$ cat config.mk
export PLATFORM = sky130hd
export DESIGN_NAME = programmable_io_cell
export DESIGN_NICKNAME = d
export VERILOG_FILES = /design/src/logic/pad_cell_pkg.sv /design/src/logic/pad_sync.sv /design/src/logic/programmable_io_cell.sv
export VERILOG_INCLUDE_DIRS = /design/src /design/src/logic
export SDC_FILE = /design/constraint.sdc
export NUM_CORES = 1
export LEC_CHECK = 0
export BUFFER_PORTS_ARGS = -buffer_cell sky130_fd_sc_hd__buf_2
export CAP_MARGIN = 10
export CELL_PAD_IN_SITES_DETAIL_PLACEMENT = 0
export CELL_PAD_IN_SITES_GLOBAL_PLACEMENT = 2
export CORE_UTILIZATION = 25
export DETAILED_ROUTE_END_ITERATION = 10
export PLACE_DENSITY = 0.7
export SLEW_MARGIN = 20
export SYNTH_ARGS = -nofsm -noshare
export SYNTH_HDL_FRONTEND = slang
export SYNTH_SLANG_ARGS = --single-unit
export TNS_END_PERCENT = 100
$ cat constraint.sdc
create_clock -name clock -period 3.02 [get_ports clock]
set_input_delay 0.151 -clock clock [delete_from_list [all_inputs] [get_ports clock]]
set_output_delay 0.151 -clock clock [all_outputs]
set_load 0.005 [all_outputs]
$ cat src/logic/pad_cell_defs.svh
// Offsets, reset values and field positions of the programmable I/O cell bank
//
// Contract
// - Each cell has input, output and output-enable register stages with selects.
// - Input registers, on the input clock enable, may capture pad values.
// - Output data is registered on the output clock when selected, else passes.
// - Freeze-selected pins hold their unregistered input while freeze is asserted.
// - One freeze control is shared by every cell of the bank.
// - Before configuration every pad is undriven with its weak pull-up on.
// - User settings apply only after reset release and a successful download.
// - Unused cells get their input blocked and pull-up disabled.
// - Each pin selects a weak pull-up or none.
// - Freeze puts the PLL in low power, output held at last level.
`ifndef PAD_CELL_DEFS_SVH
`define PAD_CELL_DEFS_SVH

`define PAD_OFS_USED      8'h00
`define PAD_OFS_IN_SEL    8'h04
`define PAD_OFS_OUT_SEL   8'h08
`define PAD_OFS_OE_SEL    8'h0C
`define PAD_OFS_FREEZE    8'h10
`define PAD_OFS_PULLUP    8'h14
`define PAD_OFS_CTRL      8'h18
`define PAD_OFS_STATUS    8'h1C

`define PAD_RST_CFG       32'h0000_0000
`define PAD_CTRL_START    0
`define PAD_CTRL_DONE     1
`define PAD_CTRL_FAIL     2
`define PAD_STAT_STATE    0
`define PAD_STAT_PLL_LP   2

`endif

$ cat src/logic/pad_cell_pkg.sv
// Types shared by the I/O cell bank
package pad_cell_pkg;
	typedef enum logic [1:0] {
		CFG_DEFAULT = 2'b00,
		CFG_LOAD = 2'b01,
		CFG_USER = 2'b11
	} cfg_state_t;
	typedef logic [7:0] reg_addr_t;
	typedef logic [31:0] reg_data_t;
endpackage

$ cat src/logic/pad_sync.sv
// Two flip-flop synchroniser for a group of pad levels
`timescale 1ns/1ps
module pad_sync #(
	parameter int WIDTH = 8
) (
	input wire logic clock,
	input wire logic rst_n,
	input wire logic [WIDTH-1:0] async_in,
	output logic [WIDTH-1:0] sync_out
);
	logic [WIDTH-1:0] meta_reg;

	initial begin
		if (WIDTH < 1) begin
			$error("pad_sync: WIDTH must be at least 1");
		end
	end

	// First stage feeds only the second stage
	always_ff @(posedge clock or negedge rst_n) begin
		if (!rst_n) begin
			meta_reg <= '0;
			sync_out <= '0;
		end else begin
			meta_reg <= async_in;
			sync_out <= meta_reg;
		end
	end
endmodule

$ cat src/logic/programmable_io_cell.sv
// Bank of programmable I/O cells with configuration registers, freeze and PLL hold
//
// The placing of the registers and strobed register access are this design's own decisions.
`timescale 1ns/1ps
`include "pad_cell_defs.svh"
module programmable_io_cell #(
	parameter int PINS = 8
) (
	input wire logic clock,
	input wire logic rst_n,
	input wire pad_cell_pkg::reg_addr_t reg_addr,
	input wire pad_cell_pkg::reg_data_t reg_wdata,
	input wire logic reg_wr,
	input wire logic reg_rd,
	output pad_cell_pkg::reg_data_t reg_rdata,
	input wire logic in_clk_en,
	input wire logic out_clk_en,
	input wire logic clock_enable,
	input wire logic freeze_hold_control,
	input wire logic [PINS-1:0] core_dout,
	input wire logic [PINS-1:0] core_oe,
	output logic [PINS-1:0] core_din,
	input wire logic [PINS-1:0] pad_i,
	output logic [PINS-1:0] pad_o,
	output logic [PINS-1:0] pad_oe,
	output logic [PINS-1:0] pad_pullup,
	input wire logic pll_ref_in,
	output logic pll_out,
	output logic pll_low_power
);
	import pad_cell_pkg::*;

	initial begin
		if (PINS < 1 || PINS > 32) begin
			$error("programmable_io_cell: PINS must lie in 1..32");
		end
	end

	////////////////////////////////////////////////////////////////////////////
	// Configuration registers

	cfg_state_t state_reg;
	logic [PINS-1:0] used_reg;
	logic [PINS-1:0] in_sel_reg;
	logic [PINS-1:0] out_sel_reg;
	logic [PINS-1:0] oe_sel_reg;
	logic [PINS-1:0] freeze_sel_reg;
	logic [PINS-1:0] pullup_sel_reg;
	logic user_mode;
	logic ctrl_wr;

	assign user_mode = (state_reg == CFG_USER);
	assign ctrl_wr = reg_wr && (reg_addr == `PAD_OFS_CTRL);

	always_ff @(posedge clock or negedge rst_n) begin
		if (!rst_n) begin
			used_reg <= PINS'(`PAD_RST_CFG);
			in_sel_reg <= PINS'(`PAD_RST_CFG);
			out_sel_reg <= PINS'(`PAD_RST_CFG);
			oe_sel_reg <= PINS'(`PAD_RST_CFG);
			freeze_sel_reg <= PINS'(`PAD_RST_CFG);
			pullup_sel_reg <= PINS'(`PAD_RST_CFG);
		end else if (reg_wr) begin
			if (reg_addr == `PAD_OFS_USED) begin
				used_reg <= reg_wdata[PINS-1:0];
			end else if (reg_addr == `PAD_OFS_IN_SEL) begin
				in_sel_reg <= reg_wdata[PINS-1:0];
			end else if (reg_addr == `PAD_OFS_OUT_SEL) begin
				out_sel_reg <= reg_wdata[PINS-1:0];
			end else if (reg_addr == `PAD_OFS_OE_SEL) begin
				oe_sel_reg <= reg_wdata[PINS-1:0];
			end else if (reg_addr == `PAD_OFS_FREEZE) begin
				freeze_sel_reg <= reg_wdata[PINS-1:0];
			end else if (reg_addr == `PAD_OFS_PULLUP) begin
				pullup_sel_reg <= reg_wdata[PINS-1:0];
			end
		end
	end

	// Download sequence: start, then done or fail; a failed load returns to defaults
	always_ff @(posedge clock or negedge rst_n) begin
		if (!rst_n) begin
			state_reg <= CFG_DEFAULT;
		end else if (ctrl_wr) begin
			case (state_reg)
				CFG_DEFAULT: begin
					if (reg_wdata[`PAD_CTRL_START]) begin
						state_reg <= CFG_LOAD;
					end
				end
				CFG_LOAD: begin
					if (reg_wdata[`PAD_CTRL_FAIL]) begin
						state_reg <= CFG_DEFAULT;
					end else if (reg_wdata[`PAD_CTRL_DONE]) begin
						state_reg <= CFG_USER;
					end
				end
				CFG_USER: begin
					if (reg_wdata[`PAD_CTRL_START]) begin
						state_reg <= CFG_LOAD;
					end
				end
				default: begin
					state_reg <= CFG_DEFAULT;
				end
			endcase
		end
	end

	////////////////////////////////////////////////////////////////////////////
	// Register read port, data one cycle after the strobe

	logic [PINS-1:0] sync_pad;
	logic pll_ref_sync;

	always_ff @(posedge clock or negedge rst_n) begin
		if (!rst_n) begin
			reg_rdata <= '0;
		end else if (reg_rd) begin
			if (reg_addr == `PAD_OFS_USED) begin
				reg_rdata <= 32'(used_reg);
			end else if (reg_addr == `PAD_OFS_IN_SEL) begin
				reg_rdata <= 32'(in_sel_reg);
			end else if (reg_addr == `PAD_OFS_OUT_SEL) begin
				reg_rdata <= 32'(out_sel_reg);
			end else if (reg_addr == `PAD_OFS_OE_SEL) begin
				reg_rdata <= 32'(oe_sel_reg);
			end else if (reg_addr == `PAD_OFS_FREEZE) begin
				reg_rdata <= 32'(freeze_sel_reg);
			end else if (reg_addr == `PAD_OFS_PULLUP) begin
				reg_rdata <= 32'(pullup_sel_reg);
			end else if (reg_addr == `PAD_OFS_STATUS) begin
				reg_rdata <= {29'h0, pll_low_power, state_reg};
			end else begin
				reg_rdata <= 32'h0000_0000;
			end
		end else begin
			reg_rdata <= 32'h0000_0000;
		end
	end

	////////////////////////////////////////////////////////////////////////////
	// Pad and reference inputs cross into the clock domain

	pad_sync #(.WIDTH(PINS)) u_pad_sync (
		.clock(clock),
		.rst_n(rst_n),
		.async_in(pad_i),
		.sync_out(sync_pad)
	);

	pad_sync #(.WIDTH(1)) u_pll_sync (
		.clock(clock),
		.rst_n(rst_n),
		.async_in(pll_ref_in),
		.sync_out(pll_ref_sync)
	);

	////////////////////////////////////////////////////////////////////////////
	// Per-pin stages

	logic [PINS-1:0] in_reg;
	logic [PINS-1:0] pass_reg;
	logic [PINS-1:0] out_reg;
	logic [PINS-1:0] oe_reg;
	logic [PINS-1:0] active;
	logic [PINS-1:0] frozen;

	generate
		for (genvar i = 0; i < PINS; i++) begin : g_pin
			// Cells not used by the loaded configuration see no pad activity
			assign active[i] = user_mode && used_reg[i];
			// One bank-wide control, gated per pin by its freeze select
			assign frozen[i] = freeze_hold_control && freeze_sel_reg[i];

			always_ff @(posedge clock or negedge rst_n) begin
				if (!rst_n) begin
					in_reg[i] <= 1'b0;
				end else if (in_clk_en && clock_enable) begin
					in_reg[i] <= active[i] ? sync_pad[i] : 1'b0;
				end
			end

			// Unregistered path still needs a flop to act as the freeze latch
			always_ff @(posedge clock or negedge rst_n) begin
				if (!rst_n) begin
					pass_reg[i] <= 1'b0;
				end else if (!frozen[i]) begin
					pass_reg[i] <= active[i] ? sync_pad[i] : 1'b0;
				end
			end

			always_ff @(posedge clock or negedge rst_n) begin
				if (!rst_n) begin
					out_reg[i] <= 1'b0;
					oe_reg[i] <= 1'b0;
				end else if (out_clk_en && clock_enable) begin
					out_reg[i] <= core_dout[i];
					oe_reg[i] <= core_oe[i];
				end
			end

			// Registered inputs ignore freeze; the core drops clock_enable instead
			assign core_din[i] = in_sel_reg[i] ? in_reg[i] : pass_reg[i];
			assign pad_o[i] = out_sel_reg[i] ? out_reg[i] : core_dout[i];
			assign pad_oe[i] = active[i] && (oe_sel_reg[i] ? oe_reg[i] : core_oe[i]);
			assign pad_pullup[i] = user_mode ? (used_reg[i] && pullup_sel_reg[i]) : 1'b1;
		end
	endgenerate

	////////////////////////////////////////////////////////////////////////////
	// PLL hold

	always_ff @(posedge clock or negedge rst_n) begin
		if (!rst_n) begin
			pll_out <= 1'b0;
		end else if (!freeze_hold_control) begin
			pll_out <= pll_ref_sync;
		end
	end

	assign pll_low_power = freeze_hold_control;
endmodule
==> results.md, run 1 <==
- The run finished with clean final reports.
- STA classifies the critical path startpoint as a register.
- In this run, post-CTS hold repair placed 10 buffers.
- The sum of negative setup slack is 0 ns.
- In the global route stage, overall resource usage came out at 13.2%.
- At the end of routability-driven placement, the weighted congestion stood at 0.856.
- The overall die area is ~21000 sq um.
- The clock net in this run drives a total of between 100 and 150 sinks.
- The most critical setup path has its endpoint at pad_oe[4].
- The residual overflow from global routing is 0.
- The critical-path cell with the highest stage delay is sky130_fd_sc_hd__ha_1.
- The H-tree level count is 3.
- The CTS tree is built.
- The first TritonRoute pass finished after 4 iterations.
- After synthesis, the netlist uses 46 different library cells.
- For this block, the routed nets add up to around 13000 microns of wire.
- After clock tree synthesis, the setup repair step added 0 buffers.
- Counting cells, the worst reg-to-reg path comes to 6.
- Summing all placed instances gives a cell area of slightly below 6000 sq um.
- The first global-routing pass estimated around 21000 microns of wire.
- On the worst path, the slowest cell contributes a delay of between 0.4 and 0.5 ns.
- The element type at the critical path end is an output port.
- The die is about 150 microns tall.
- Clock-pin slew was measured on the worst setup and hold paths at about 0.07 ns.
- The critical path runs through a total of 5 cells.
- The slack of the worst reg-to-reg path is 1.30 ns.
- Static timing analysis puts the maximum clock frequency at roughly 0.49 GHz.
- For the worst setup path, the data required time is 2.87 ns.
- The clock root buffer master is sky130_fd_sc_hd__clkbuf_16.
- The Yosys step of the flow raised 0 warnings.
- The post-synthesis share of cell area spent on xor and xnor gates is 0%.
- After Yosys synthesis, and, or, nand and nor cells account for 11.1% of the synthesized area.
- Setup violations remaining at the end of the flow were counted as 0.
- The DRC violation count after routing is 0.
- At the pin with the least slew margin, the transition time is approximately 0.8 ns.
- The path type of the worst min-delay path is primary input to register.
- No sink is reached through more buffers than the 2 on the longest clock path.
- The die span in x is ~150 microns.
- The finished cells cover slightly above 6000 sq um.
- From synthesis to final layout, the design area changed by 20.9%.
- The smallest clock period supported by the final layout is computed as around 2 ns.
- The cell type with the largest total area after synthesis is sky130_fd_sc_hd__dfrtp_1.
- In the finished design, the share of the clock period the worst path needs comes to between 60% and 70%.
- The number of port buffers is 90.
- The completed layout was analyzed and its total power is between 3 and 4 mW.
- The worst hold-check slack is between 0.04 and 0.05 ns.
- The most critical setup path has its startpoint at state_reg[0].
- By area, the combinational part of the netlist is dominated by multiplexers.
- The worst pin sits at a relative slew slack of around 46%.
- The worst supply voltage drop on vdd is 0.221 mV.
- The largest fanout of any net on the critical path is 16.
- For the worst setup path, the data arrival time is 1.87 ns.
- In this run the power density over the cells is 502 nW/um^2.
- The number of enable-type register cells in the synthesized netlist is 0.
- In this run the critical register-to-register path is launched from state_reg[0].
- The number of antenna violations at the first check in global routing is 0.
- The sum of buffers and inverters on the critical path is 2.
- The mean cell area of the mapped netlist is between 10 and 15 sq um.
- The portion of synthesized area spent on multiplexers is between 20% and 30%.
- Summing the areas of all compound-gate instances in the mapped netlist gives about 8.9% of the synthesized area.
- The number of top-level design ports is approximately 140.
- The final layout contains a little under 600 nets.
- Counting every instance in the synthesized netlist gives between 400 and 500.
- Of the total synthesized cell area, the portion taken by full adders, half adders and majority gates is 0.733%.
- By startpoint and endpoint, the worst setup path is classified as register to output port.
- Setup repair after global routing left no endpoint under its margin.
- The starting density of the core is between 20% and 30%.
- The clock reaches the later pin of the worst-skew pair after between 0.3 and 0.4 ns.
- The count of endpoints failing hold in the final timing report was 0.
- In this run, post-CTS repair resized a total of 0 instances.
- The number of global-route vias before repair is about 3700.
- The detailed placement HPWL is 9820 microns.
- Sorting the synthesized cells by area gives the leading types as sky130_fd_sc_hd__dfrtp_1, sky130_fd_sc_hd__mux2_2, sky130_fd_sc_hd__buf_4, sky130_fd_sc_hd__nand2_1, sky130_fd_sc_hd__o21ai_0.
- The ratio of routed vias to standard cells is ~4.5.
- Max-cap violations in this run came to 0.
- After floorplanning, the core was divided into ~50 placement rows.
- The final design utilization is between 30 and 40%.
- The top cell family by delay on the critical path is adder cells.
- In the final layout, the share of cells above drive strength 1 is between 40% and 50%.
- The synthesized design devotes to its leading area cell type between 50% and 60% of total area.
- Dividing the detail-routed wire length by the instance count gives approximately 17 microns.
- The leading register cell type out of synthesis is sky130_fd_sc_hd__dfrtp_1.
- The number of antenna diodes is 0.
- The leakage power of the design is a little under 3 nW.
- In this run the critical register-to-register path is captured at state_reg[1].
- The total number of vias is 3540.
- After the first detailed-routing iteration, the DRC count stood at 189.
- The mapped cell area is 5120 sq um.
- Entering global routing, the biggest net connects 46 pins.
- The number of flip-flops and latches in the synthesized netlist is 109.
- In the synthesized netlist the async set-or-reset flop fraction comes to 100%.
- The number of max-slew violations in the final report was 0.
- Walking the worst path, the cells encountered are ha_1, buf_4, nand2_1, nor2_1, buf_2.
- The core area is slightly below 20000 sq um.
- The clock arrives with approximately 0.0086 ns of skew.
- Buffers inserted during clock tree synthesis total 9.
- After synthesis, flip-flops and latches occupy 53.3% of the total area.
- The detail route stage leaves a number of antenna-violating nets equal to 0.
[metal layers]
metal | wire [microns] | global-route usage (%) | vias to the layer above
li1 | - | - | 1649
met1 | 5960 | 17.3 | 1778
met2 | 6360 | 21.8 | 103
met3 | 650 | 3.43 | 10
met4 | 117 | 2.89 | 0
met5 | 0 | 0 | -
[power by group]
group          total (mW)  switching (mW)  internal, mW  leakage [nW]
combinational       0.284           0.151         0.133          1.30
sequential           1.59          0.0558          1.54          1.43
clock                1.23           0.554         0.673         0.151
total                3.10           0.761          2.34          2.88
[stage by stage]
stage | setup slack (ns) | cells
finish | 0.995 | 788
global route | 0.846 | 788
CTS | 0.956 | 788
detailed placement | 1.16 | 762
global placement | 1.14 | 762
floorplan | 1.47 | 442
[worst reg2reg max path, cell delays in order (launching register included)]
cell and delay (ns):
sky130_fd_sc_hd__dfrtp_1 0.42, sky130_fd_sc_hd__inv_1 0.08, sky130_fd_sc_hd__ha_1 0.31, sky130_fd_sc_hd__nand2b_1 0.08
sky130_fd_sc_hd__nand3_1 0.09, sky130_fd_sc_hd__nor3b_2 0.28, sky130_fd_sc_hd__mux2_1 0.35
[how the worst min path moves through the flow]
stage	end	depth (start not counted)	slack (ns)	start
2_1_floorplan	freeze_sel_reg[0]	0	-0.14	rst_n
5_1_grt	out_reg[3]	2	0.03	core_dout[3]
6_report	oe_reg[6]	2	0.04	core_oe[6]
3_3_place_gp	u_pad_sync.meta_reg[0]	1	0.19	rst_n
3_5_place_dp	u_pad_sync.sync_out[0]	1	0.20	rst_n
4_1_cts	out_reg[6]	2	0.03	core_dout[6]
[final cells by class]
cell class                      instances  area (sq um)
Timing Repair Buffer                  103           588
Clock buffer                           10           239
Multi-Input combinational cell        289          2210
Fill cell                            2062         13600
Clock inverter                          6          71.3
Inverter                                6          22.5
Sequential cell                       109          2730
Tap cell                              265           332
[kinds of logic after synthesis]
group,count (synthesis)
buffers and inverters,44
other,1
adders and majority gates,3
AOI/OAI and AO/OA,67
muxes,94
DFF,109
and+or+nand+nor,101
[cell usage in the layout (no fill, tap or decap), types with 10 or more instances in the layout]
cell	netlist	layout
sky130_fd_sc_hd__dfrtp_1	109	109
sky130_fd_sc_hd__nor2_1	17	17
sky130_fd_sc_hd__dlygate4sd3_1	0	10
sky130_fd_sc_hd__conb_1	1	24
sky130_fd_sc_hd__mux2_2	82	82
sky130_fd_sc_hd__buf_2	3	89
sky130_fd_sc_hd__nand3_1	10	10
sky130_fd_sc_hd__nand2_1	41	41
sky130_fd_sc_hd__o21ai_0	19	19
sky130_fd_sc_hd__a21oi_1	15	15
[synthesized netlist by cell type (2+ instances only)]
cell type,instances
sky130_fd_sc_hd__o32ai_1,3
sky130_fd_sc_hd__buf_4,25
sky130_fd_sc_hd__a22oi_1,3
sky130_fd_sc_hd__nor2_2,2
sky130_fd_sc_hd__nand2b_1,5
sky130_fd_sc_hd__nand3_4,2
sky130_fd_sc_hd__a221o_1,4
sky130_fd_sc_hd__and3_1,3
sky130_fd_sc_hd__mux2_4,2
sky130_fd_sc_hd__nand3_1,10
sky130_fd_sc_hd__ha_1,3
sky130_fd_sc_hd__a31o_2,8
sky130_fd_sc_hd__nor2_1,17
sky130_fd_sc_hd__a21oi_1,15
sky130_fd_sc_hd__buf_2,3
sky130_fd_sc_hd__nor3_2,2
sky130_fd_sc_hd__nor2b_1,6
sky130_fd_sc_hd__a32o_1,7
sky130_fd_sc_hd__mux2_2,82
sky130_fd_sc_hd__a31oi_1,4
sky130_fd_sc_hd__clkbuf_1,8
sky130_fd_sc_hd__dfrtp_1,109
sky130_fd_sc_hd__nand2_1,41
sky130_fd_sc_hd__o21ai_0,19
sky130_fd_sc_hd__inv_1,6
sky130_fd_sc_hd__nand2_2,2
sky130_fd_sc_hd__mux2i_1,9
Power figures use the tool's default switching activity.
==> inputs of run 2 (changes only) <==
Settings changed: PLACE_DENSITY 0.7 to 0.72.
Clock period 3.02 ns to 1.75 ns, I/O delays scaled along.
==> results.md, run 2 (same netlist as run 1, synthesis figures left out) <==
- The run finished with clean final reports.
- The analysis attributes to net switching a power of 1.37 mW.
- The slew of the pin with the lowest slew margin is 0.528 ns.
- Subtracting the final worst setup slack from the clock period gives 1.64 ns.
- The endpoint of the worst-slack reg-to-reg timing path is state_reg[1].
- Buffers added to address setup during post-CTS repair amount to 0.
- The leakage power of the design is around 3.0 nW.
- The busiest layer in global routing is met2.
- The post-placement setup slack is just over 0.09 ns.
- The number of top-level design ports is around 140.
- The initialized floorplan defines 51 standard-cell rows.
- The met3 demand-to-capacity share in global routing is roughly 3.5%.
- The path type of the worst min-delay path is primary input to register.
- The worst path uses a little over nine tenths of the clock period.
- The number of port buffers is 90.
- The post-route clock skew is ~0.0066 ns.
- Detailed placement finished with a half-perimeter wire length of approximately 10000 microns.
- The clock-pin slew on the worst setup and hold paths is around 0.080 ns.
- The core region is 19800 sq um.
- The sequential cell fraction of total power is just over 50%.
- The number of max-slew violations in the final report is 0.
- The power share of the combinational group is a little over 10%.
- Once layout is complete, the cells apart from fillers number between 800 and 900.
- The first global-routing pass estimated about 22000 microns of wire.
- Of all nets on the critical path, the largest fanout is 4.
- The detailed-route wire length is 13700 microns.
- The wire length per cell is 16.7 microns.
- The height of the chip is 145 microns.
- STA classifies the critical path startpoint as a register.
- In the global route stage, overall resource usage came out at roughly 14%.
- The maximum number of pins on one net before global-route repair is 37.
- The worst pin sits at a relative slew slack of roughly two thirds.
- Across the VDD grid, the largest voltage drop is 0.465 mV.
- At the end of the flow, the number of nets in the layout was between 600 and 700.
- The number of antenna diodes in the final layout is 0.
- The data arrival time at the worst-slack endpoint is approximately 1.9 ns.
- The sequential cell area is roughly 2700 sq um.
- The DRC violation total after the first TritonRoute iteration is 169.
- The total CTS buffers is 9.
- Of the total power, the clock network draws 37.8%.
- The sum of negative setup slack is 0 ns.
- The number of global-route vias before repair is about 4000.
- Setup violations remaining at the end of the flow were counted as 0.
- The internal portion of total power is a little under 4 mW.
- The worst path meets setup with ~0.11 ns of slack.
- The CTS tree is built.
- The final design utilization is between 30 and 40%.
- The count of endpoints failing hold in the final timing report is 0.
- The ratio of routed vias to standard cells is approximately 4.5.
- In the final layout, the share of cells above drive strength 1 is approximately 42%.
- The residual overflow from global routing is 0.
- The combined area of the multi-input logic cells is 2220 sq um.
- The clock sink count is around 110.
- The die covers roughly 21000 sq um.
- The die is around 150 microns wide.
- The setup check on the worst reg-to-reg path leaves a slack of 0.11 ns.
- The routed layout has 3667 vias.
- Global routing consumed, on the met1 layer, between 10% and 20% of the routing resources.
- The worst hold-check slack is approximately 0.063 ns.
- At the end of routability-driven placement, the weighted congestion stood at slightly below 0.9.
- The launch point of the worst path is state_reg[0].
- The clock latency on the worst-skew pair is 0.36 ns.
- STA puts the critical path data required time at around 2.0 ns.
- The switching portion of total power is around a quarter.
- The element type at the critical path end is a register.
- Once the floorplan was initialized, standard cells occupied 25.9% of the core.
- The worst setup path is of the register to register kind.
- The number of inserted filler cells in the final layout is 2032.
- The library cells used most frequently in the layout, excluding fill and tap cells, are sky130_fd_sc_hd__dfrtp_1, sky130_fd_sc_hd__buf_2, sky130_fd_sc_hd__mux2_2, sky130_fd_sc_hd__nand2_1, sky130_fd_sc_hd__dlygate4sd3_1.
- Setup repair after global routing left no endpoint under its margin.
- Counting along the longest clock path gives a buffer depth of 2.
- In this run, placement finished with an instance count of a little under 800.
- The startpoint identified for the worst register-to-register timing path is state_reg[0].
- The most critical setup path has its endpoint at state_reg[1].
- Clock tree synthesis selected as its root buffer the cell sky130_fd_sc_hd__clkbuf_16.
- The achievable frequency is about 0.61 GHz.
- The power per cell area is 818 nW/um^2.
- The total of max-cap violations is 0.
- Compared with the post-synthesis result, the final layout area differs by 26.7%.
- The met2 usage is 23.2%.
- The detail route stage leaves a number of antenna-violating nets equal to 0.
- The most frequent standard cell in the layout excluding fill and tap cells is sky130_fd_sc_hd__dfrtp_1.
- In the routed design, unresolved DRC markers number 0.
- The number of antenna violations at the first check in global routing is 0.
- The worst register-to-register path has a depth of 6.
- The first detailed-routing pass ran for 4 iterations.
- The H-tree level count is 3.
==> run 2: cell count changes in the layout (fill, tap and decap cells not counted), moves of 2 or more <==
cell,previous run,this run
sky130_fd_sc_hd__clkinv_4,2,0
sky130_fd_sc_hd__dlygate4sd3_1,10,26
sky130_fd_sc_hd__buf_12,1,4
sky130_fd_sc_hd__inv_8,1,3
sky130_fd_sc_hd__buf_4,3,14
sky130_fd_sc_hd__inv_6,0,2
==> run 2: worst min-delay path by stage <==
stage            startpoint                      to  slack [ns]  cells after the start
6_report       reg_wdata[3]          out_sel_reg[3]        0.06                      2
3_3_place_gp          rst_n  u_pad_sync.meta_reg[0]        0.08                      1
5_1_grt        reg_wdata[7]           in_sel_reg[7]        0.06                      2
2_1_floorplan         rst_n       freeze_sel_reg[0]       -0.21                      0
3_5_place_dp          rst_n  u_pad_sync.meta_reg[0]        0.09                      1
4_1_cts        reg_wdata[3]          out_sel_reg[3]        0.06                      2
==> run 2: per-stage QoR <==
step                      total power, mW  area [sq um]
final                                5.30          6480
after global routing                 5.59          6480
after CTS                            5.41          6470
after detailed placement             3.31          5920
after global placement               3.29          5920
after floorplan                      3.07          5200
==> run 2: area by class of cell <==
type	count	area share [%]
tap	265	5.12
clock inverter	7	0.985
timing repair buffer	133	13.7
multi-input combinational	289	34.2
clock buffer	9	3.47
inverter	6	0.347
sequential	109	42.1
==> run 2: power groups by stage <==
stage | clock (mW) | sequential, mW | combinational, mW
2_1_floorplan | 0 | 2.76 | 0.309
3_3_place_gp | 0 | 2.79 | 0.497
3_5_place_dp | 0 | 2.80 | 0.512
4_1_cts | 2.10 | 2.75 | 0.560
5_1_grt | 2.20 | 2.77 | 0.613
6_report | 2.00 | 2.75 | 0.548
==> run 2: metal layers <==
layer | wire, microns | vias up | share of wire [%]
li1 | - | 1709 | -
met2 | 6760 | 105 | 50
met5 | 0 | - | 0
met3 | 650 | 8 | 4.8
met4 | 97 | 0 | 0.71
met1 | 6140 | 1845 | 45
==> run 2: worst max-delay path: stages (launching register included) <==
cell and delay [ns]:
sky130_fd_sc_hd__dfrtp_1 0.42, sky130_fd_sc_hd__inv_1 0.13, sky130_fd_sc_hd__ha_4 0.22, sky130_fd_sc_hd__nand2b_1 0.07, sky130_fd_sc_hd__nand3_1 0.09, sky130_fd_sc_hd__nor3b_2 0.24
sky130_fd_sc_hd__mux2_2 0.37
==> run 2: what timing repair did <==
action                                  4_1_cts  5_1_grt
gates resized for setup                       0        3
hold endpoints to repair                     58        0
endpoints found under the setup margin        0        1
hold buffers                                 26        0
